### config.mk
export PLATFORM = sky130hd
export DESIGN_NAME = hpf_regs
export DESIGN_NICKNAME = d
export VERILOG_FILES = /design/src/verilog/hpf_pkg.sv /design/src/verilog/hpf_stream_if.sv /design/src/verilog/hpf_fifo.sv /design/src/verilog/hpf_split_timer.sv /design/src/verilog/hpf_regs.sv
export SDC_FILE = /design/constraint.sdc
export NUM_CORES = 1
export LEC_CHECK = 0
export BUFFER_PORTS_ARGS = -buffer_cell sky130_fd_sc_hd__buf_2
export CORE_MARGIN = 8
export CORE_UTILIZATION = 31
export CTS_CLUSTER_DIAMETER = 80
export DETAILED_ROUTE_END_ITERATION = 10
export PLACE_DENSITY = 0.47
export SLEW_MARGIN = 0
export SYNTH_ARGS = -nofsm -noshare
export SYNTH_HDL_FRONTEND = slang
export SYNTH_SLANG_ARGS = --single-unit
### constraint.sdc
create_clock -name aclk -period 5.6 [get_ports aclk]
set_input_delay 0.28 -clock aclk [delete_from_list [all_inputs] [get_ports aclk]]
set_output_delay 0.28 -clock aclk [all_outputs]
set_load 0.01 [all_outputs]
### src/verilog/hpf_pkg.sv
package hpf_pkg;
  localparam int DATA_W = 32;
  localparam int QUEUES = 3;
  typedef logic [7:0] hpf_addr_t;
  // ----------------------------------------
  // Register map
  // ----------------------------------------
  localparam hpf_addr_t OFS_DEST_LO = 8'h68;
  localparam hpf_addr_t OFS_HDR_INFO = 8'h6C;
  localparam hpf_addr_t OFS_HEAD = 8'h70;
  localparam hpf_addr_t OFS_BODY = 8'h74;
  localparam hpf_addr_t OFS_TAIL = 8'h78;
  localparam hpf_addr_t OFS_RX [0:2] = '{8'h80, 8'h84, 8'h88};
  localparam hpf_addr_t OFS_ROM = 8'h8C;
  // ----------------------------------------
  // Fields and reset values
  // ----------------------------------------
  localparam int TCODE_LSB = 0;
  localparam int SPD_LSB = 4;
  localparam int LABEL_LSB = 6;
  localparam int RETRY_LSB = 12;
  localparam int SPLIT_LSB = 16;
  localparam int AR_LSB = 6;
  localparam int AR_W = 10;
  localparam int ROM_LSB = 21;
  localparam int ROM_W = 11;
  localparam logic [AR_W-1:0] AR_LIMIT = 10'h228;
  localparam logic [ROM_W-1:0] ROM_LIMIT = 11'h400;
  localparam logic [31:0] RST_ZERO = 32'h00000000;
  localparam logic [15:0] SPLIT_MAX = 16'hFFFF;
  // Queue choice from the head quadlet
  localparam int HDR_TCODE_LSB = 4;
  localparam int HDR_LABEL_LSB = 10;
  localparam logic [3:0] TCODE_PHY = 4'hE;
  localparam logic [1:0] LBL_MGMT = 2'h2;
  localparam logic [1:0] LBL_CMD = 2'h3;
  typedef enum logic [1:0] {HPF_Q_ASYNC, HPF_Q_MGMT, HPF_Q_CMD} hpf_queue_t;
  // Timer selector codes
  localparam logic [3:0] TSEL_DATA_TX = 4'h0;
  localparam logic [3:0] TSEL_DATA_RX = 4'h1;
  localparam logic [3:0] TSEL_MGMT = 4'h2;
  localparam logic [3:0] TSEL_CMD = 4'h4;
  localparam logic [3:0] TSEL_AUTO = 4'h6;
  // Bus
  localparam logic [3:0] STRB_FULL = 4'hF;
  localparam logic [1:0] RESP_OKAY = 2'h0;
  localparam logic [1:0] RESP_SLVERR = 2'h2;
  localparam int FIFO_DEPTH = 4;
  localparam int FIFO_W = 34;
endpackage : hpf_pkg

### src/verilog/hpf_stream_if.sv
`timescale 1ns/1ps
`default_nettype none
interface hpf_stream_if #(parameter int W = 34) ();
  logic valid;
  logic ready;
  logic [W-1:0] data;
  modport src (output valid, output data, input ready);
  modport snk (input valid, input data, output ready);
endinterface : hpf_stream_if
`default_nettype wire

### src/verilog/hpf_fifo.sv
`timescale 1ns/1ps
`default_nettype none
module hpf_fifo #(
  parameter int W = 34,
  parameter int DEPTH = 4
) (
  input wire logic aclk,
  input wire logic aresetn,
  input wire logic clear,
  hpf_stream_if.snk in_s,
  hpf_stream_if.src out_s
);
  localparam int PW = $clog2(DEPTH);
  localparam int CW = $clog2(DEPTH + 1);
  localparam logic [PW-1:0] PTR_LAST = PW'(DEPTH - 1);
  localparam logic [CW-1:0] CNT_FULL = CW'(DEPTH);
  logic [W-1:0] mem [DEPTH];
  logic [PW-1:0] wr_ptr_reg;
  logic [PW-1:0] rd_ptr_reg;
  logic [CW-1:0] count_reg;
  logic push;
  logic pop;
  assign in_s.ready = (count_reg != CNT_FULL);
  assign out_s.valid = (count_reg != '0);
  assign out_s.data = mem[rd_ptr_reg];
  assign push = in_s.valid && in_s.ready;
  assign pop = out_s.valid && out_s.ready;
  always_ff @(posedge aclk)
  begin
    if (push)
      mem[wr_ptr_reg] <= in_s.data;
  end
  always_ff @(posedge aclk)
  begin
    if (!aresetn || clear)
    begin
      wr_ptr_reg <= '0;
      rd_ptr_reg <= '0;
      count_reg <= '0;
    end
    else
    begin
      if (push)
        wr_ptr_reg <= (wr_ptr_reg == PTR_LAST) ? '0 : wr_ptr_reg + 1'b1;
      if (pop)
        rd_ptr_reg <= (rd_ptr_reg == PTR_LAST) ? '0 : rd_ptr_reg + 1'b1;
      if (push && !pop)
        count_reg <= count_reg + 1'b1;
      else if (pop && !push)
        count_reg <= count_reg - 1'b1;
    end
  end
endmodule : hpf_fifo
`default_nettype wire

### src/verilog/hpf_split_timer.sv
`timescale 1ns/1ps
`default_nettype none
module hpf_split_timer
  import hpf_pkg::*;
(
  input wire logic aclk,
  input wire logic aresetn,
  input wire logic clear,
  input wire logic cycle_start,
  input wire logic waiting,
  output logic [15:0] count
);
  logic [15:0] count_reg;
  assign count = count_reg;
  // Saturates so a lost response never wraps back to a short wait
  always_ff @(posedge aclk)
  begin
    if (!aresetn || clear)
      count_reg <= '0;
    else if (cycle_start && waiting && count_reg != SPLIT_MAX)
      count_reg <= count_reg + 16'h0001;
  end
  property p_split_step;
    @(posedge aclk) disable iff (!aresetn)
    (cycle_start && waiting && !clear && count_reg != SPLIT_MAX)
      |=> count_reg == $past(count_reg) + 16'h0001;
  endproperty
  a_split_step: assert property (p_split_step)
    else $error("split wait timer did not advance on cycle start");
endmodule : hpf_split_timer
`default_nettype wire

### src/verilog/hpf_regs.sv
// The AXI4-Lite slave port was left to the implementer.
`timescale 1ns/1ps
`default_nettype none
module hpf_regs (
  input wire logic aclk,
  input wire logic aresetn,
  input wire logic bus_reset,
  input wire logic [7:0] s_axi_awaddr,
  input wire logic s_axi_awvalid,
  output logic s_axi_awready,
  input wire logic [31:0] s_axi_wdata,
  input wire logic [3:0] s_axi_wstrb,
  input wire logic s_axi_wvalid,
  output logic s_axi_wready,
  output logic [1:0] s_axi_bresp,
  output logic s_axi_bvalid,
  input wire logic s_axi_bready,
  input wire logic [7:0] s_axi_araddr,
  input wire logic s_axi_arvalid,
  output logic s_axi_arready,
  output logic [31:0] s_axi_rdata,
  output logic [1:0] s_axi_rresp,
  output logic s_axi_rvalid,
  input wire logic s_axi_rready,
  input wire logic [3:0] timer_selector,
  input wire logic [31:0] timer_dest_offset_low,
  input wire logic [3:0] timer_tcode,
  input wire logic [1:0] timer_speed,
  input wire logic [5:0] timer_label,
  input wire logic [3:0] timer_retry_limit,
  input wire logic timer_start,
  input wire logic timer_waiting,
  input wire logic cycle_start,
  output logic [31:0] tx_data,
  output logic [2:0] tx_valid,
  input wire logic [2:0] tx_ready,
  input wire logic [2:0][31:0] rx_data,
  input wire logic [2:0] rx_empty,
  output logic [2:0] rx_pop,
  output logic [9:0] auto_reply_rom_bytes,
  output logic [10:0] rom_total_bytes
);
  import hpf_pkg::*;
  // ----------------------------------------
  // Write channel
  // ----------------------------------------
  logic awready_reg;
  logic wready_reg;
  logic bvalid_reg;
  logic [1:0] bresp_reg;
  logic [7:0] awaddr_reg;
  logic [31:0] wdata_reg;
  logic [3:0] wstrb_reg;
  logic wr_go;
  logic wr_push;
  logic wr_err;
  logic is_head;
  logic is_body_tail;
  logic strb_ok;
  logic range_ok;
  logic head_seen_reg;
  hpf_queue_t queue_reg;
  hpf_queue_t push_queue;
  logic [AR_W-1:0] auto_reply_rom_bytes_reg;
  logic [ROM_W-1:0] rom_total_bytes_reg;
  logic [AR_W-1:0] new_ar;
  logic [ROM_W-1:0] new_rom;
  hpf_stream_if #(.W(FIFO_W)) fifo_in ();
  hpf_stream_if #(.W(FIFO_W)) fifo_out ();

  function automatic hpf_queue_t pick_queue(input logic [31:0] q);
    logic [5:0] lbl;
    logic [3:0] tc;
    lbl = q[HDR_LABEL_LSB +: 6];
    tc = q[HDR_TCODE_LSB +: 4];
    if (tc == TCODE_PHY)
      pick_queue = HPF_Q_ASYNC;
    else if (lbl[5:4] == LBL_CMD)
      pick_queue = HPF_Q_CMD;
    else if (lbl[5:4] == LBL_MGMT)
      pick_queue = HPF_Q_MGMT;
    else
      pick_queue = HPF_Q_ASYNC;
  endfunction : pick_queue

  assign s_axi_awready = awready_reg;
  assign s_axi_wready = wready_reg;
  assign s_axi_bvalid = bvalid_reg;
  assign s_axi_bresp = bresp_reg;
  assign is_head = (awaddr_reg == OFS_HEAD);
  assign is_body_tail = (awaddr_reg == OFS_BODY) || (awaddr_reg == OFS_TAIL);
  assign strb_ok = (wstrb_reg == STRB_FULL);
  assign new_ar = wdata_reg[AR_LSB +: AR_W];
  assign new_rom = wdata_reg[ROM_LSB +: ROM_W];
  assign range_ok = (new_ar < AR_LIMIT) && (new_rom < ROM_LIMIT);
  // Full FIFO stalls the response of head, body and tail writes, which is the back-pressure to software
  assign wr_go = !awready_reg && !wready_reg && !bvalid_reg
                 && (!(is_head || is_body_tail) || fifo_in.ready);
  // Orphan body and tail quadlets never reach a queue
  assign wr_push = wr_go && strb_ok && (is_head || (is_body_tail && head_seen_reg));
  assign push_queue = is_head ? pick_queue(wdata_reg) : queue_reg;
  assign fifo_in.valid = wr_push;
  assign fifo_in.data = {push_queue, wdata_reg};

  always_comb
  begin
    wr_err = 1'b1;
    if (!strb_ok)
      wr_err = 1'b1;
    else if (is_head || is_body_tail)
      wr_err = 1'b0;
    else if (awaddr_reg == OFS_ROM)
      wr_err = !range_ok;
  end

  always_ff @(posedge aclk)
  begin
    if (!aresetn)
    begin
      awready_reg <= 1'b1;
      wready_reg <= 1'b1;
      awaddr_reg <= '0;
      wdata_reg <= RST_ZERO;
      wstrb_reg <= '0;
    end
    else
    begin
      if (s_axi_awvalid && awready_reg)
      begin
        awaddr_reg <= s_axi_awaddr;
        awready_reg <= 1'b0;
      end
      else if (wr_go)
        awready_reg <= 1'b1;
      if (s_axi_wvalid && wready_reg)
      begin
        wdata_reg <= s_axi_wdata;
        wstrb_reg <= s_axi_wstrb;
        wready_reg <= 1'b0;
      end
      else if (wr_go)
        wready_reg <= 1'b1;
    end
  end

  always_ff @(posedge aclk)
  begin
    if (!aresetn)
    begin
      bvalid_reg <= 1'b0;
      bresp_reg <= RESP_OKAY;
    end
    else if (wr_go)
    begin
      bvalid_reg <= 1'b1;
      bresp_reg <= wr_err ? RESP_SLVERR : RESP_OKAY;
    end
    else if (s_axi_bready)
      bvalid_reg <= 1'b0;
  end

  always_ff @(posedge aclk)
  begin
    if (!aresetn || bus_reset)
    begin
      head_seen_reg <= 1'b0;
      queue_reg <= HPF_Q_ASYNC;
    end
    else if (wr_push && is_head)
    begin
      head_seen_reg <= 1'b1;
      queue_reg <= pick_queue(wdata_reg);
    end
  end

  // ROM sizes survive bus reset; only the system reset clears them
  always_ff @(posedge aclk)
  begin
    if (!aresetn)
    begin
      auto_reply_rom_bytes_reg <= '0;
      rom_total_bytes_reg <= '0;
    end
    else if (wr_go && awaddr_reg == OFS_ROM && strb_ok && range_ok)
    begin
      auto_reply_rom_bytes_reg <= new_ar;
      rom_total_bytes_reg <= new_rom;
    end
  end
  assign auto_reply_rom_bytes = auto_reply_rom_bytes_reg;
  assign rom_total_bytes = rom_total_bytes_reg;

  // ----------------------------------------
  // Transmit queue buffer
  // ----------------------------------------
  // Flushed on bus reset: a half-written packet is worthless after it
  hpf_fifo #(.W(FIFO_W), .DEPTH(FIFO_DEPTH)) u_tx_fifo (
    .aclk(aclk),
    .aresetn(aresetn),
    .clear(bus_reset),
    .in_s(fifo_in),
    .out_s(fifo_out)
  );
  assign tx_data = fifo_out.data[31:0];
  assign fifo_out.ready = |(tx_valid & tx_ready);
  for (genvar q = 0; q < QUEUES; q++)
  begin : g_txq
    assign tx_valid[q] = fifo_out.valid && (fifo_out.data[33:32] == 2'(q));
  end

  // ----------------------------------------
  // Timer status
  // ----------------------------------------
  logic [31:0] dest_lo_reg;
  logic [15:0] hdr_reg;
  logic [15:0] split_count;
  logic [3:0] sel_prev_reg;
  logic sel_legal;
  assign sel_legal = (timer_selector == TSEL_DATA_TX) || (timer_selector == TSEL_DATA_RX)
                     || (timer_selector == TSEL_MGMT) || (timer_selector == TSEL_CMD)
                     || (timer_selector == TSEL_AUTO);
  always_ff @(posedge aclk)
  begin
    if (!aresetn || bus_reset || !sel_legal)
    begin
      dest_lo_reg <= RST_ZERO;
      hdr_reg <= '0;
    end
    else
    begin
      dest_lo_reg <= timer_dest_offset_low;
      hdr_reg[TCODE_LSB +: 4] <= timer_tcode;
      hdr_reg[SPD_LSB +: 2] <= timer_speed;
      hdr_reg[LABEL_LSB +: 6] <= timer_label;
      hdr_reg[RETRY_LSB +: 4] <= timer_retry_limit;
    end
  end
  always_ff @(posedge aclk)
  begin
    if (!aresetn)
      sel_prev_reg <= TSEL_DATA_TX;
    else
      sel_prev_reg <= timer_selector;
  end
  // Restart on a new selection so the count always belongs to the shown timer
  hpf_split_timer u_split (
    .aclk(aclk),
    .aresetn(aresetn),
    .clear(bus_reset || timer_start || timer_selector != sel_prev_reg || !sel_legal),
    .cycle_start(cycle_start),
    .waiting(timer_waiting),
    .count(split_count)
  );

  // ----------------------------------------
  // Read channel and receive pops
  // ----------------------------------------
  logic arready_reg;
  logic rvalid_reg;
  logic [31:0] rdata_reg;
  logic [1:0] rresp_reg;
  logic [2:0] rx_pop_reg;
  logic [31:0] last_reg [3];
  logic [31:0] rx_val [3];
  logic [2:0] rx_hit;
  logic rd_go;
  assign rd_go = s_axi_arvalid && arready_reg;
  assign s_axi_arready = arready_reg;
  assign s_axi_rvalid = rvalid_reg;
  assign s_axi_rdata = rdata_reg;
  assign s_axi_rresp = rresp_reg;
  assign rx_pop = rx_pop_reg;

  for (genvar i = 0; i < QUEUES; i++)
  begin : g_rx
    assign rx_hit[i] = rd_go && (s_axi_araddr == OFS_RX[i]);
    // Empty FIFO: hand back the last quadlet again, pop nothing
    assign rx_val[i] = rx_empty[i] ? last_reg[i] : rx_data[i];
    always_ff @(posedge aclk)
    begin
      if (!aresetn || bus_reset)
      begin
        last_reg[i] <= RST_ZERO;
        rx_pop_reg[i] <= 1'b0;
      end
      else
      begin
        rx_pop_reg[i] <= rx_hit[i] && !rx_empty[i];
        if (rx_hit[i] && !rx_empty[i])
          last_reg[i] <= rx_data[i];
      end
    end
  end

  always_ff @(posedge aclk)
  begin
    if (!aresetn)
    begin
      arready_reg <= 1'b1;
      rvalid_reg <= 1'b0;
      rdata_reg <= RST_ZERO;
      rresp_reg <= RESP_OKAY;
    end
    else if (rd_go)
    begin
      arready_reg <= 1'b0;
      rvalid_reg <= 1'b1;
      rresp_reg <= RESP_OKAY;
      unique case (s_axi_araddr)
        OFS_DEST_LO: rdata_reg <= dest_lo_reg;
        OFS_HDR_INFO: rdata_reg <= {split_count, hdr_reg};
        OFS_HEAD, OFS_BODY, OFS_TAIL: rdata_reg <= RST_ZERO;
        OFS_RX[0]: rdata_reg <= rx_val[0];
        OFS_RX[1]: rdata_reg <= rx_val[1];
        OFS_RX[2]: rdata_reg <= rx_val[2];
        OFS_ROM: rdata_reg <= {rom_total_bytes_reg, 5'h00, auto_reply_rom_bytes_reg, 6'h00};
        default:
        begin
          rdata_reg <= RST_ZERO;
          rresp_reg <= RESP_SLVERR;
        end
      endcase
    end
    else if (rvalid_reg && s_axi_rready)
    begin
      rvalid_reg <= 1'b0;
      arready_reg <= 1'b1;
    end
  end

  // ----------------------------------------
  // Checks
  // ----------------------------------------
  property p_dest_read;
    @(posedge aclk) disable iff (!aresetn)
    (rd_go && s_axi_araddr == OFS_DEST_LO) |=> rvalid_reg && rdata_reg == $past(dest_lo_reg);
  endproperty
  a_dest_read: assert property (p_dest_read)
    else $error("offset low read returned wrong value");
  property p_tcode_read;
    @(posedge aclk) disable iff (!aresetn)
    (rd_go && s_axi_araddr == OFS_HDR_INFO) |=> rdata_reg[3:0] == $past(hdr_reg[3:0]);
  endproperty
  a_tcode_read: assert property (p_tcode_read)
    else $error("transaction code field wrong");
  property p_head_arms;
    @(posedge aclk) disable iff (!aresetn)
    (wr_push && is_head && !bus_reset) |=> head_seen_reg && queue_reg == $past(push_queue);
  endproperty
  a_head_arms: assert property (p_head_arms)
    else $error("head write did not fix the queue");
  property p_orphan_drop;
    @(posedge aclk) disable iff (!aresetn)
    (wr_go && is_body_tail && !head_seen_reg) |-> !fifo_in.valid;
  endproperty
  a_orphan_drop: assert property (p_orphan_drop)
    else $error("orphan body or tail quadlet was pushed");
  property p_async_empty;
    @(posedge aclk) disable iff (!aresetn)
    (rx_hit[0] && rx_empty[0] && !bus_reset)
      |=> rdata_reg == $past(last_reg[0]) && !rx_pop_reg[0];
  endproperty
  a_async_empty: assert property (p_async_empty)
    else $error("empty async read did not repeat last value");
  property p_bus_reset_clear;
    @(posedge aclk) disable iff (!aresetn)
    bus_reset |=> last_reg[1] == RST_ZERO && last_reg[2] == RST_ZERO && rx_pop_reg == 3'h0;
  endproperty
  a_bus_reset_clear: assert property (p_bus_reset_clear)
    else $error("receive read registers not cleared by bus reset");
  property p_rom_keeps;
    @(posedge aclk) disable iff (!aresetn)
    (bus_reset && !wr_go) |=> $stable(rom_total_bytes_reg) && $stable(auto_reply_rom_bytes_reg);
  endproperty
  a_rom_keeps: assert property (p_rom_keeps)
    else $error("bus reset disturbed ROM control");
  property p_rom_range;
    @(posedge aclk) disable iff (!aresetn)
    (wr_go && awaddr_reg == OFS_ROM && new_rom >= ROM_LIMIT)
      |=> $stable(rom_total_bytes_reg) && bresp_reg == RESP_SLVERR;
  endproperty
  a_rom_range: assert property (p_rom_range)
    else $error("out of range ROM size accepted");
endmodule : hpf_regs
`default_nettype wire

* After elaboration in Yosys (flattened, before gate mapping)
Memory sizes are Yosys's and may differ from the RTL's. A register that Yosys moved wholly into a read port is not among the register bits.
Index checks and enable logic that the tools add are counted.
** Operators by class
- Reductions and logical operators :: 66
- Eq/ne operators :: 28
- Mux-type cells :: 44
- Add/subtract/negate cells :: 5
- Bitwise gates (word level) :: 4
- Magnitude comparators :: 2
** Operators with widths (number)
- $mux 32 :: 6
- $pmux 32 s6 :: 1
- $eq 8x7->1 const B :: 8
- $eq 8x8->1 const B :: 5
- $logic_and 1x1->1 :: 30
- $mux 1 :: 26
- $mux 2 :: 9
- $add 16x1->16 const B :: 1
- $ne 16x16->1 const B :: 1
- $logic_or 1x1->1 :: 14
- $logic_not 1->1 :: 12
- $lt 11x11->1 const B :: 1
- $eq 2x2->1 const B :: 5
- $lt 10x10->1 const B :: 1
- $reduce_bool 2->1 :: 5
- $reduce_or 9->1 :: 1
- $eq 4x3->1 const B :: 2
- $eq 4x4->1 const B :: 2
- $mux 3 :: 2
- $add 2x1->2 const B :: 2
- $eq 4x1->1 const B :: 1
- $eq 4x2->1 const B :: 1
- $logic_not 4->1 :: 1
- $ne 4x4->1 :: 1
- 9 further kinds :: 11
** Storage, ports and cells
- Memories kept :: 2
- Input port bits :: 217
- Flip-flop bits (word level) :: 187
- Word-level logic and storage cells :: 176
- RAM bits :: 232
- Output and inout port bits :: 100
** Memory list
- u_tx_fifo.mem :: words 4, bits a word 34, rd ports 1, clocked after memory_dff 1, wr ports 1, RTL line hpf_fifo.sv:17 : logic [W-1:0] mem [DEPTH];
- last_reg :: words 3, bits a word 32, rd ports 3, clocked after memory_dff 0, wr ports 3, RTL line hpf_regs.sv:263 : logic [31:0] last_reg [3];

* Logic depth before layout (Yosys ltp)
- Depth in word-level cells :: 13
- Gate-level depth with buffers :: 10
- Gate-level depth less buffers :: 9

* Hierarchy
From an unflattened synthesis, not the netlist that was laid out.
** Unflattened totals
- Cells, all modules :: 1543
- Area, all modules :: 18166.2 µm²
** Modules (own cells, without submodules)
- hpf_regs :: cells an instance 1211, area an instance 11913.9 µm², times used 1, sequential area each 6125.9 µm²
- hpf_fifo :: cells an instance 227, area an instance 5363.9 µm², times used 1, sequential area each 4264.1 µm²
- hpf_split_timer :: cells an instance 105, area an instance 888.4 µm², times used 1, sequential area each 320.3 µm²

* Worst setup path after synthesis
No wires, ideal clock.
- Path type :: input to register
- Start :: in s_axi_araddr[5]
- End :: mem last_reg[2][0], enable pin
- Buffers on the path :: 1
- Library setup time :: 511 ps
- Cell stages on the path :: 4
- Arrival time :: 4439 ps
- Data required time :: 5089 ps
- Path slack :: 650 ps
- Cell sequence :: nor4b_4 > nand2_2 > clkbuf_1 > o41ai_1
** RTL lines
- start: declaration :: RTL line hpf_regs.sv:18 : input wire logic [7:0] s_axi_araddr,
- end: declaration :: RTL line hpf_regs.sv:263

==> impl_metrics.toml <==
[logic_synthesis]
synth_area_leaders = "edfxtp_1 (39%), dfxtp_1 (21%), mux2i_1 (8.0%)"
synth_cell_type_count = 64
synth_edf_count = 232
synth-seq-area-share_pct = 60.6
yosysTopAreaCellShare_pct = 39.4
ys_ff_latch = 419
synth_common_cells = "edfxtp_1 (232), dfxtp_1 (187), and2_1 (159)"
syn_area_mm2 = 0.0177
syn_avg_cell_area_um2 = 13.0
yosysTopAreaCell = "edfxtp_1"
ys_async_sr_fraction_pct = 0
synth_cells = 1360
synth.most_common_cell = "edfxtp_1"
yosys_warnings = 0
synth_flop_cell = "edfxtp_1"

[setup_path]
crit_end = "u_tx_fifo.count_reg[2]"
reg2reg_depth = 9
crit_path_end_kind = "flip-flop"
r2r_setup_slack_ps = 2260
cp-start-kind = "flip-flop"
crit_path_max_fanout = 34
worst-setup-path-type = "reg -> reg"
arrival_ps = 3830
worstReg2RegEnd = "u_tx_fifo.count_reg[2]"
worst_ep_required_time_ps = 6100

[power_and_ir_drop]
peakVddDrop_mv = 0.319
power.total_mw = 7.03
p_per_area_mw_per_mm2 = 299
leakage_nw = 9.14

[route]
route.met2.wl_um = 26800
ant_nets = 0
routedWlPerCell_um = 21.5
wl_met1_um = 24400
drtPass1Iterations = 5
top_layer = "met5"
drt_iter0_markers = 754
via_per_inst = 4.72
drc = 0
wirelength_um = 56900
met3_length_um = 3380
num_vias = 12500

[clock_network]
cts_tree = "done"
root_buffer = "clkbuf_16"
cts_sinks = 419
clk_pin_slew_ps = 60
postCtsHoldBufs = 188
cts_buffers = 49
cts_resized = 0
cts_setup_buffers = 0
htree_levels = 2
clockBufferDepth = 3
clock_latency_ps = 590

[min_path]
worstHoldPathCells = 3
hold_path.class = "in -> reg"

[timing]
slew_viol_final = 0
fin_skew_ps = 21.2
max_freq_mhz = 300
period_needed_ps = 3340
hold_viol = 0
rsz0062_at_grt = "false"
setup_violations = 0
setup_tns_ps = 0
hold_ws_ps = 31.6
max_slew_margin_pct = 22.6
worst_slew_pin_slew_ps = 1160
period_share_pct = 59.6

[grt]
grt_pass1_wl_um = 83500
grt.overflow.total = 0
grt_pass1_vias = 13100
grt_max_degree = 80
antenna_found_initial = 17
grt.total_usage_pct = 17.2

[die]
die-width_um = 255
die_area_mm2 = 0.0649
row_count = 87
core-area_mm2 = 0.0564
initial_core_util_pct = 31.3
pin_count = 317
dieHeight_um = 255

[final_layout]
areaGrowthSynthToFinish_pct = 33.2
num-nets-final = 2070
largest_reg_flops = 136
drive_above_1_share_pct = 25.7

[flow_run]
maxCapViolations = 0

[placement]
portBuffers = 314
dpl.hpwl_um = 40000
routabilityCongestion = 0.827

[status]
status = "complete, no violations"
-- through the flow --
step                util [%]  area, um^2  std cells  setup slack, ps
floorplan                  -       17700       1361              650
global placement        35.5       20000       2362             2250
CTS                     41.7       23500       2640             2210
finish                  41.7       23500       2653             2260
global route            41.7       23500       2648             2000
detailed placement      35.5       20000       2362             2230
-- power breakdown --
part | switching, mW | total (mW) | internal [mW]
Sequential | 0.0527 | 3.36 | 3.31
Combinational | 0.264 | 0.522 | 0.258
Clock | 1.30 | 3.15 | 1.85
Total | 1.62 | 7.03 | 5.41
-- cells by family (layout without fill, tap and decap cells) --
group,count (synthesis),in the layout,synth area share (%)
XOR/XNOR,14,14,0.694
other,1,15,0.0212
AND/OR/NAND/NOR,425,425,13.0
adder cells (fa/ha/maj),9,9,0.666
buffers and inverters,110,633,2.59
AO/OA/AOI/OAI,188,188,7.79
flip-flops,419,419,60.6
multiplexers,194,194,14.6
-- worst max-delay path, cell delays in order (launching register included) --
cell,delay [ps]
dfxtp_2,930
mux4_2,420
mux2_2,360
a21oi_2,230
ha_1,230
inv_1,70
fa_1,370
xor2_1,180
or3_1,310
a21oi_1,140
-- placed cells by master, fill, tap and decap left out, types with 49 or more instances in the layout --
cell             n
and2_1         154
edfxtp_1       232
mux4_2          50
nand2_1        113
nor2_1          49
clkbuf_16       49
buf_2          313
mux2i_1        141
dlygate4sd3_1  188
dfxtp_1        185
-- area by class of cell --
type | instances | area (um^2)
multi-input cells | 832 | 6570
fillers | 5407 | 32900
flip-flops and latches | 419 | 10700
clock inverters | 18 | 179
clock buffers | 72 | 1410
repair buffers | 521 | 3600
inverters | 22 | 82.6
well taps | 756 | 946
diodes | 13 | 32.5
-- layer usage --
layer,GRT usage [%],vias up
met4,7.07,12
met2,28.3,372
met3,3.91,110
met1,21.7,6039
met5,0,-
li1,-,5997
-- how the worst min path moves through the flow --
stage                           end  slack (ps)                      from
finish                wdata_reg[15]          30           s_axi_wdata[15]
global route        last_reg[1][14]          30               rx_data[46]
global placement      head_seen_reg         450             head_seen_reg
detailed placement    head_seen_reg         460             head_seen_reg
CTS                 last_reg[1][14]           7               rx_data[46]
floorplan            dest_lo_reg[0]         400  timer_dest_offset_low[0]
No activity file was read; power rests on OpenSTA's default activity.
